**config.mk**
```make
export PLATFORM = sky130hd
export DESIGN_NAME = dpdc_core
export DESIGN_NICKNAME = d
export VERILOG_FILES = /design/src/dpdc_core.v /design/src/dpdc_sync.v
export VERILOG_INCLUDE_DIRS = /design/src
export SDC_FILE = /design/constraint.sdc
export NUM_CORES = 1
export LEC_CHECK = 0
export CAP_MARGIN = 20
export CORE_MARGIN = 3
export CORE_UTILIZATION = 52
export CTS_CLUSTER_DIAMETER = 80
export DETAILED_ROUTE_END_ITERATION = 10
export DONT_BUFFER_PORTS = 1
export PLACE_DENSITY = 0.78
export SYNTH_ARGS = -nofsm -noshare
export SYNTH_HDL_FRONTEND = slang
export SYNTH_SLANG_ARGS = --single-unit
```
**constraint.sdc**
```tcl
create_clock -name i_clk -period 3.8 [get_ports i_clk]
set_input_delay 0.57 -clock i_clk [delete_from_list [all_inputs] [get_ports i_clk]]
set_output_delay 0.57 -clock i_clk [all_outputs]
set_load 0.02 [all_outputs]
```
**src/dpdc_defines.vh**
```
// constants for the power-down and command legality block
// assumes a 20 MHz core clock; DPDC_CLK_NS is in ns, other times in command-clock edges
`ifndef DPDC_DEFINES_VH
`define DPDC_DEFINES_VH
`define DPDC_CLK_NS        50
`define DPDC_NBANK         16
`define DPDC_PD_EXIT_CYC   8
`define DPDC_MIN_PD_CYC    4
`define DPDC_SR_EXIT_CYC   16
`define DPDC_BURST_CYC     4
`define DPDC_CRC_CYC       2
`define DPDC_CMD_DESEL     3'h0
`define DPDC_CMD_NOP       3'h1
`define DPDC_CMD_ACT       3'h2
`define DPDC_CMD_REF       3'h3
`define DPDC_CMD_MRS       3'h4
`define DPDC_CMD_RD        3'h5
`define DPDC_CMD_WR        3'h6
`define DPDC_CMD_PRE       3'h7
`define DPDC_PW_NORMAL     2'h0
`define DPDC_PW_PD         2'h1
`define DPDC_PW_SR         2'h2
`define DPDC_BK_IDLE       2'h0
`define DPDC_BK_ACTIVE     2'h1
`define DPDC_BK_READ       2'h2
`define DPDC_BK_WRITE      2'h3
`endif

```
**src/dpdc_core.v**
```verilog
// power state, clock-enable truth table and command legality of the memory
// assumes command pins are synchronous to the command clock pin, sampled here
`include "dpdc_defines.vh"
`default_nettype none
// Function
// - read done after last data and crc out; write after store and crc returned
// - registered enable high enters power-down, precharge or active variant by banks
// - power-down disables buffers except clocks, error-detect pins, clock enable
// - error-detect pins drive programmed hold pattern in power-down while write clock runs
// - exit on enable low with nop or deselect; exit delay and minimum duration
// - power-down pins: hold pattern if write clock runs, else high; inputs terminated
// - self refresh: error-detect high, inputs terminated, enable driven high
// - act on previous and current enable with command per transition table
// - decode chip select, ras, cas, we into commands
module dpdc_core #(
  parameter NBANK   = `DPDC_NBANK,
  parameter BA_W    = 4,
  parameter XPN_CYC = `DPDC_PD_EXIT_CYC,
  parameter PD_CYC  = `DPDC_MIN_PD_CYC,
  parameter XSR_CYC = `DPDC_SR_EXIT_CYC,
  parameter BST_CYC = `DPDC_BURST_CYC + `DPDC_CRC_CYC
) (
  input  wire            i_clk,        // core clock
  input  wire            i_rst_n,      // async reset
  input  wire            i_cmd_clk,    // command clock pin
  input  wire            i_cke_n,      // clock enable, active low
  input  wire            i_cs_n,       // chip select
  input  wire            i_ras_n,      // row strobe
  input  wire            i_cas_n,      // column strobe
  input  wire            i_we_n,       // write enable
  input  wire [BA_W-1:0] i_bank,       // bank address
  input  wire            i_wdclk_run,  // write data clock running
  input  wire [3:0]      i_hold_pat,   // error-detect hold pattern
  input  wire [3:0]      i_err_det_data, // normal error-detect data
  output reg  [3:0]      o_err_det,    // error-detect pins
  output reg             o_buf_en,     // data/cmd input buffers enabled
  output reg             o_odt,        // inputs terminated
  output reg  [1:0]      o_pwr_state,  // global power state
  output reg             o_precharge_pd, // precharge power-down
  output reg             o_cmd_ok,     // last command accepted
  output reg             o_cmd_err,    // illegal command pulse
  output reg             o_exec_ready  // executable command allowed
);
  wire ck_s;
  wire cke_s;
  wire cs_s;
  wire ras_s;
  wire cas_s;
  wire we_s;
  wire [BA_W-1:0] ba_s;
  wire [5+BA_W:0] async_in;
  wire [5+BA_W:0] sync_out;
  assign async_in = {i_bank, i_we_n, i_ras_n, i_cas_n, i_cs_n, i_cke_n, i_cmd_clk};
  genvar g;
  generate
    for (g = 0; g < 5 + BA_W + 1; g = g + 1) begin : g_sync
      dpdc_sync u_sync (.i_clk(i_clk), .i_rst_n(i_rst_n), .i_d(async_in[g]), .o_q(sync_out[g]));
    end
  endgenerate
  assign {ba_s, we_s, ras_s, cas_s, cs_s, cke_s, ck_s} = sync_out;

  function [2:0] dec_cmd;
    input cs;
    input ras;
    input cas;
    input we;
    begin
      if (cs) dec_cmd = `DPDC_CMD_DESEL;
      else case ({ras, cas, we})
        3'h7:    dec_cmd = `DPDC_CMD_NOP;
        3'h3:    dec_cmd = `DPDC_CMD_ACT;
        3'h1:    dec_cmd = `DPDC_CMD_REF;
        3'h0:    dec_cmd = `DPDC_CMD_MRS;
        3'h5:    dec_cmd = `DPDC_CMD_RD;
        3'h4:    dec_cmd = `DPDC_CMD_WR;
        3'h2:    dec_cmd = `DPDC_CMD_PRE;
        default: dec_cmd = `DPDC_CMD_NOP;
      endcase
    end
  endfunction

  reg        ck_d_ff;
  reg        cke_prev_ff;
  reg [1:0]  pwr_ff;
  reg [1:0]  bank_ff [0:NBANK-1];
  reg [7:0]  burst_ff [0:NBANK-1];
  reg [7:0]  pd_cnt_ff;
  reg [7:0]  exit_cnt_ff;
  wire edge_ck = ck_s & ~ck_d_ff;
  wire [2:0] cmd = dec_cmd(cs_s, ras_s, cas_s, we_s);
  wire nop_like = (cmd == `DPDC_CMD_DESEL) || (cmd == `DPDC_CMD_NOP);
  wire [1:0] cur_bk = bank_ff[ba_s];
  wire cur_busy = burst_ff[ba_s] != 8'h00;

  reg all_idle;
  reg any_burst;
  reg any_read;
  integer k;
  always @* begin
    all_idle  = 1'b1;
    any_burst = 1'b0;
    any_read  = 1'b0;
    for (k = 0; k < NBANK; k = k + 1) begin
      if (bank_ff[k] != `DPDC_BK_IDLE) all_idle = 1'b0;
      if (burst_ff[k] != 8'h00) any_burst = 1'b1;
      if (bank_ff[k] == `DPDC_BK_READ && burst_ff[k] != 8'h00) any_read = 1'b1;
    end
  end

  // legality of a registered command in normal state
  reg legal;
  always @* begin
    legal = 1'b0;
    case (cmd)
      `DPDC_CMD_DESEL, `DPDC_CMD_NOP: legal = 1'b1;
      `DPDC_CMD_ACT: legal = (cur_bk == `DPDC_BK_IDLE);
      `DPDC_CMD_REF, `DPDC_CMD_MRS: legal = all_idle && !any_burst;
      `DPDC_CMD_RD: legal = (cur_bk != `DPDC_BK_IDLE);
      `DPDC_CMD_WR: legal = (cur_bk != `DPDC_BK_IDLE) && !any_read;
      `DPDC_CMD_PRE: legal = (cur_bk != `DPDC_BK_IDLE) && !cur_busy;
      default: legal = 1'b0;
    endcase
    if (exit_cnt_ff != 8'h00 && !nop_like) legal = 1'b0;
  end

  integer b;
  always @(posedge i_clk or negedge i_rst_n) begin
    if (!i_rst_n) begin
      ck_d_ff        <= 1'b0;
      cke_prev_ff    <= 1'b1;
      pwr_ff         <= `DPDC_PW_NORMAL;
      pd_cnt_ff      <= 8'h00;
      exit_cnt_ff    <= 8'h00;
      o_precharge_pd <= 1'b0;
      o_cmd_ok       <= 1'b0;
      o_cmd_err      <= 1'b0;
      for (b = 0; b < NBANK; b = b + 1) begin
        bank_ff[b]  <= `DPDC_BK_IDLE;
        burst_ff[b] <= 8'h00;
      end
    end else begin
      ck_d_ff   <= ck_s;
      o_cmd_err <= 1'b0;
      if (edge_ck) begin
        cke_prev_ff <= cke_s;
        for (b = 0; b < NBANK; b = b + 1) begin
          if (burst_ff[b] != 8'h00) burst_ff[b] <= burst_ff[b] - 8'h01;
        end
        if (exit_cnt_ff != 8'h00) exit_cnt_ff <= exit_cnt_ff - 8'h01;
        if (pd_cnt_ff != 8'h00) pd_cnt_ff <= pd_cnt_ff - 8'h01;
        case ({cke_prev_ff, cke_s})
          2'b11: begin
            o_cmd_ok <= 1'b1;
          end
          2'b10: begin
            if (pwr_ff != `DPDC_PW_NORMAL && nop_like && pd_cnt_ff == 8'h00) begin
              exit_cnt_ff <= (pwr_ff == `DPDC_PW_SR) ? XSR_CYC[7:0] : XPN_CYC[7:0];
              pwr_ff      <= `DPDC_PW_NORMAL;
              o_cmd_ok    <= 1'b1;
            end else if (pwr_ff != `DPDC_PW_NORMAL) begin
              o_cmd_ok  <= 1'b0;
              o_cmd_err <= 1'b1;
            end
          end
          2'b01: begin
            if (cmd == `DPDC_CMD_REF && all_idle && !any_burst) begin
              pwr_ff    <= `DPDC_PW_SR;
              pd_cnt_ff <= PD_CYC[7:0];
              o_cmd_ok  <= 1'b1;
            end else if (nop_like) begin
              pwr_ff         <= `DPDC_PW_PD;
              o_precharge_pd <= all_idle;
              pd_cnt_ff      <= PD_CYC[7:0];
              o_cmd_ok       <= 1'b1;
            end else begin
              o_cmd_ok  <= 1'b0;
              o_cmd_err <= 1'b1;
            end
          end
          default: begin
            o_cmd_ok  <= legal;
            o_cmd_err <= !legal;
            if (legal) begin
              case (cmd)
                `DPDC_CMD_ACT: bank_ff[ba_s] <= `DPDC_BK_ACTIVE;
                `DPDC_CMD_RD: begin
                  bank_ff[ba_s]  <= `DPDC_BK_READ;
                  burst_ff[ba_s] <= BST_CYC[7:0];
                end
                `DPDC_CMD_WR: begin
                  bank_ff[ba_s]  <= `DPDC_BK_WRITE;
                  burst_ff[ba_s] <= BST_CYC[7:0];
                end
                `DPDC_CMD_PRE: bank_ff[ba_s] <= `DPDC_BK_IDLE;
                default: bank_ff[ba_s] <= bank_ff[ba_s];
              endcase
            end
          end
        endcase
      end
    end
  end

  // pin states follow the power state
  always @(posedge i_clk or negedge i_rst_n) begin
    if (!i_rst_n) begin
      o_err_det    <= 4'hF;
      o_buf_en     <= 1'b1;
      o_odt        <= 1'b0;
      o_pwr_state  <= `DPDC_PW_NORMAL;
      o_exec_ready <= 1'b1;
    end else begin
      o_pwr_state  <= pwr_ff;
      o_exec_ready <= (pwr_ff == `DPDC_PW_NORMAL) && (exit_cnt_ff == 8'h00);
      case (pwr_ff)
        `DPDC_PW_PD: begin
          o_err_det <= i_wdclk_run ? i_hold_pat : 4'hF;
          o_buf_en <= 1'b0;
          o_odt    <= 1'b1;
        end
        `DPDC_PW_SR: begin
          o_err_det <= 4'hF;
          o_buf_en <= 1'b0;
          o_odt    <= 1'b1;
        end
        default: begin
          o_err_det <= i_err_det_data;
          o_buf_en <= 1'b1;
          o_odt    <= 1'b0;
        end
      endcase
    end
  end
endmodule // dpdc_core
`default_nettype wire

```
**src/dpdc_sync.v**
```verilog
// three-flop synchroniser with agreement filter
// assumes input is asynchronous to i_clk
`default_nettype none
module dpdc_sync (
  input  wire i_clk,   // core clock
  input  wire i_rst_n, // async reset
  input  wire i_d,     // async input
  output reg  o_q      // filtered level
);
  reg s1_ff;
  reg s2_ff;
  reg s3_ff;
  always @(posedge i_clk or negedge i_rst_n) begin
    if (!i_rst_n) begin
      s1_ff <= 1'b0;
      s2_ff <= 1'b0;
      s3_ff <= 1'b0;
      o_q   <= 1'b0;
    end else begin
      s1_ff <= i_d;
      s2_ff <= s1_ff;
      s3_ff <= s2_ff;
      if (s2_ff == s3_ff) begin
        o_q <= s3_ff;
      end
    end
  end
endmodule // dpdc_sync
`default_nettype wire

```
==> results.txt <==
Final HPWL DP = 23,900 µm
PD cells = 668 nW/µm²
Sequential area share after synthesis = 45.3%
Mapped Area = 12,800 µm²
Setup TNS Final = 0 ns
Total Power = 9.67 mW
Vias in the first global route = 10,600
Top delay family on crit path = compound AO/OA/AOI/OAI gates
Final min period = 3.65 ns
Fin util = 60.7%
Routed WL per cell = 19.6 µm
RSZ-0062 raised after global routing = false
CTS H-tree lvls = 1
Count leader, synth = dfrtp_1
Synth top area share = 43.9%
Slowest-stage cell, CP = nor4_1
Worst EP required = 4.21 ns
Number of flops mapped to enable cells by yosys = 0
Largest net degree at the start of global routing = 233
Synth area leaders = dfrtp_1 44%, nand2_1 4.3%, ha_1 3.3%
Residual DRC = 0
Final-report hold violation count = 227
Cell taking the most area after synthesis = dfrtp_1
Crit path buf inv count = 0
Number of synthesis warnings = 0
Place WS = 0.107 ns
Met2 usage = 41.7%
Lkg Pwr = 6.25 nW
Ys async rst share = 100%
Antenna-violating nets left = 0
R2R setup slack = 0.15 ns
IO Pins = 33
Vias/cell = 6.40
First-pass GRT wire length = 55,500 µm
Slew Limit Fails = 0
Core area = 23,800 µm²
GRT Util Overall = 25.8%
Netlist cell types = 78
Met1 Track Usage GR = 35.1%
Reg-to-reg critical path startpoint = burst_ff[76]
Root Driver = clkbuf_16
Status = finished, violations left
CTS buffer count = 26
Routed via count = 11,100
Crit-path max FO = 8
Yosys reg bits = 232
Initial antenna violation count = 0
DR pass1 iterations = 5
Core Rows = 56
Final setup viols = 0
Fraction of final layout cells sized beyond drive strength 1 = 14.8%
Clock sinks = 232
Worst Hold Slack = -0.265 ns
1st-iter DRT viols = 967
Critical Path Start = burst_ff[76]
Slew headroom = 39.4%
Crit path cell chain = nor4_1, nand3_1, a31oi_1, nand3_1, nor4_1, o31ai_1, a21o_4, a2111oi_2, mux2_2
GRT Residual Overflow = 0
Period utilization = 96.0%
Crit-path max cell delay = 0.54 ns
Area overhead of the layout relative to synthesis = 12.8%
Die Height = 163 µm
Commonest cells post-synth = 225 x dfrtp_1, 146 x nand2_1, 105 x nor2_1, 83 x o21ai_0, 80 x a21oi_1
Peak supply drop = 0.419 mV
DIE AREA = 26,600 µm²
Synthesized instance count = 1,351
Syn avg cell area = 9.50 µm²
Hold WC Path Type = input port to async pin
Main synth FF type = dfrtp_1
Die Span X = 163 µm
M3 GR Usage = 4.46%
Fillers = 2,005
Antenna diode count = 0
Initial core utilization = 53.9%
Clock skew = 0.0185 ns
Worst setup path class = flop to flop
Final WL = 34,100 µm
Max Cap Viol = 0
Violated checks = negative hold slack
Critical path launch point type = flop
Worst Max-Slew Pin Slew = 0.902 ns
CTS tree = built
Clock transition at path regs = 0.06 ns
Syn_nets = 1,406
WP data arrival = 4.06 ns
Gpl congestion = 1.05
CP endpoint kind = flop
Worst setup margin = 0.151 ns
Clock Latency Late Sink = 0.54 ns
NumNets Final = 1,454
Max Freq = 274 MHz
GRT busiest layer = met2
Port bufs = 0
Maximum root-to-sink buffer count = 3
-- power by group --
group          switching, mW  internal [mW]
Combinational           1.66           1.38
Sequential             0.932           3.23
Clock                   1.03           1.44
-- per-layer routing --
| layer | vias to the layer above | share of wire [%] |
|---|---|---|
| met4 | 0 | 3.7 |
| met1 | 5476 | 42 |
| met3 | 86 | 7.1 |
| li1 | 5099 | - |
| met5 | - | 0 |
| met2 | 454 | 47 |
-- worst paths after layout --
kind | to | depth (start not counted)
min in group i_clk | g_sync[1].u_sync.s1_ff | 0
max in group asynchronous | g_sync[6].u_sync.o_q | 0
setup reg to reg | flop | 9
hold reg to reg | g_sync[8].u_sync.s2_ff | 0
hold / removal | pd_cnt_ff[6] | 0
setup / recovery | flop | 9
-- what timing repair did --
action                                  4_1_cts  5_1_grt
endpoints found under the setup margin        0       62
buffers inserted                              0        2
resized for setup                             0        5
endpoints found under the hold margin       232      232
-- cell families (layout without fill, tap and decap cells) --
kind of cell    Yosys count  after routing  synth area share [%]
simple gates            525            525                  20.7
compound gates          374            374                  20.2
flops                   232            232                  45.3
buf+inv                 105            173                  3.26
mux                      46             46                  4.72
fa+ha+maj                44             44                  4.10
xor+xnor                 25             25                  1.71
-- worst register-to-register path, cell delays in order, from the launching register on --
cell       delay, ns
dfrtp_1         0.45
nor4_1          0.54
nand3_1         0.36
a31oi_1         0.37
nand3_1         0.14
nor4_1          0.28
o31ai_1         0.18
a21o_4          0.33
a2111oi_2       0.50
mux2_2          0.39
-- layout by cell type, fill, tap and decap left out, types with 14 or more instances in the layout --
master and instances:
a211oi_1 25, nand2b_1 20, dfrtp_1 224, nor3b_1 15, a22o_1 23, ha_1 34, and3_1 14, nor3_1 53
nand2_1 146, o21ai_0 83, clkbuf_16 27, inv_1 51, a21oi_1 80, or3_1 24, a31oi_1 16, nand3_1 41
o31ai_1 19, buf_4 73, nand4_1 14, a221o_1 14, xnor2_1 20, nor4_1 30, mux2_2 36, a21o_1 39
nor2_1 105
-- through the flow --
stage / instance area [µm²] / hold WS (ns) / std cells
after floorplan: 12800 / 0.274 / 1351
after global placement: 13600 / 0.288 / 1687
after detailed placement: 13600 / 0.284 / 1687
after CTS: 14400 / -0.277 / 1735
after global routing: 14500 / -0.279 / 1738
final: 14500 / -0.265 / 1738
-- area by class of cell --
type	count	area [µm²]	share of cell area, %
Multi-Input combinational cell	1014	6640	45.9
Sequential cell	232	5820	40.2
Clock buffer	34	732	5.06
Timing Repair Buffer	74	568	3.93
Tap cell	319	399	2.76
Inverter	51	191	1.32
Clock inverter	14	123	0.848
Power figures use the tool's default switching activity.
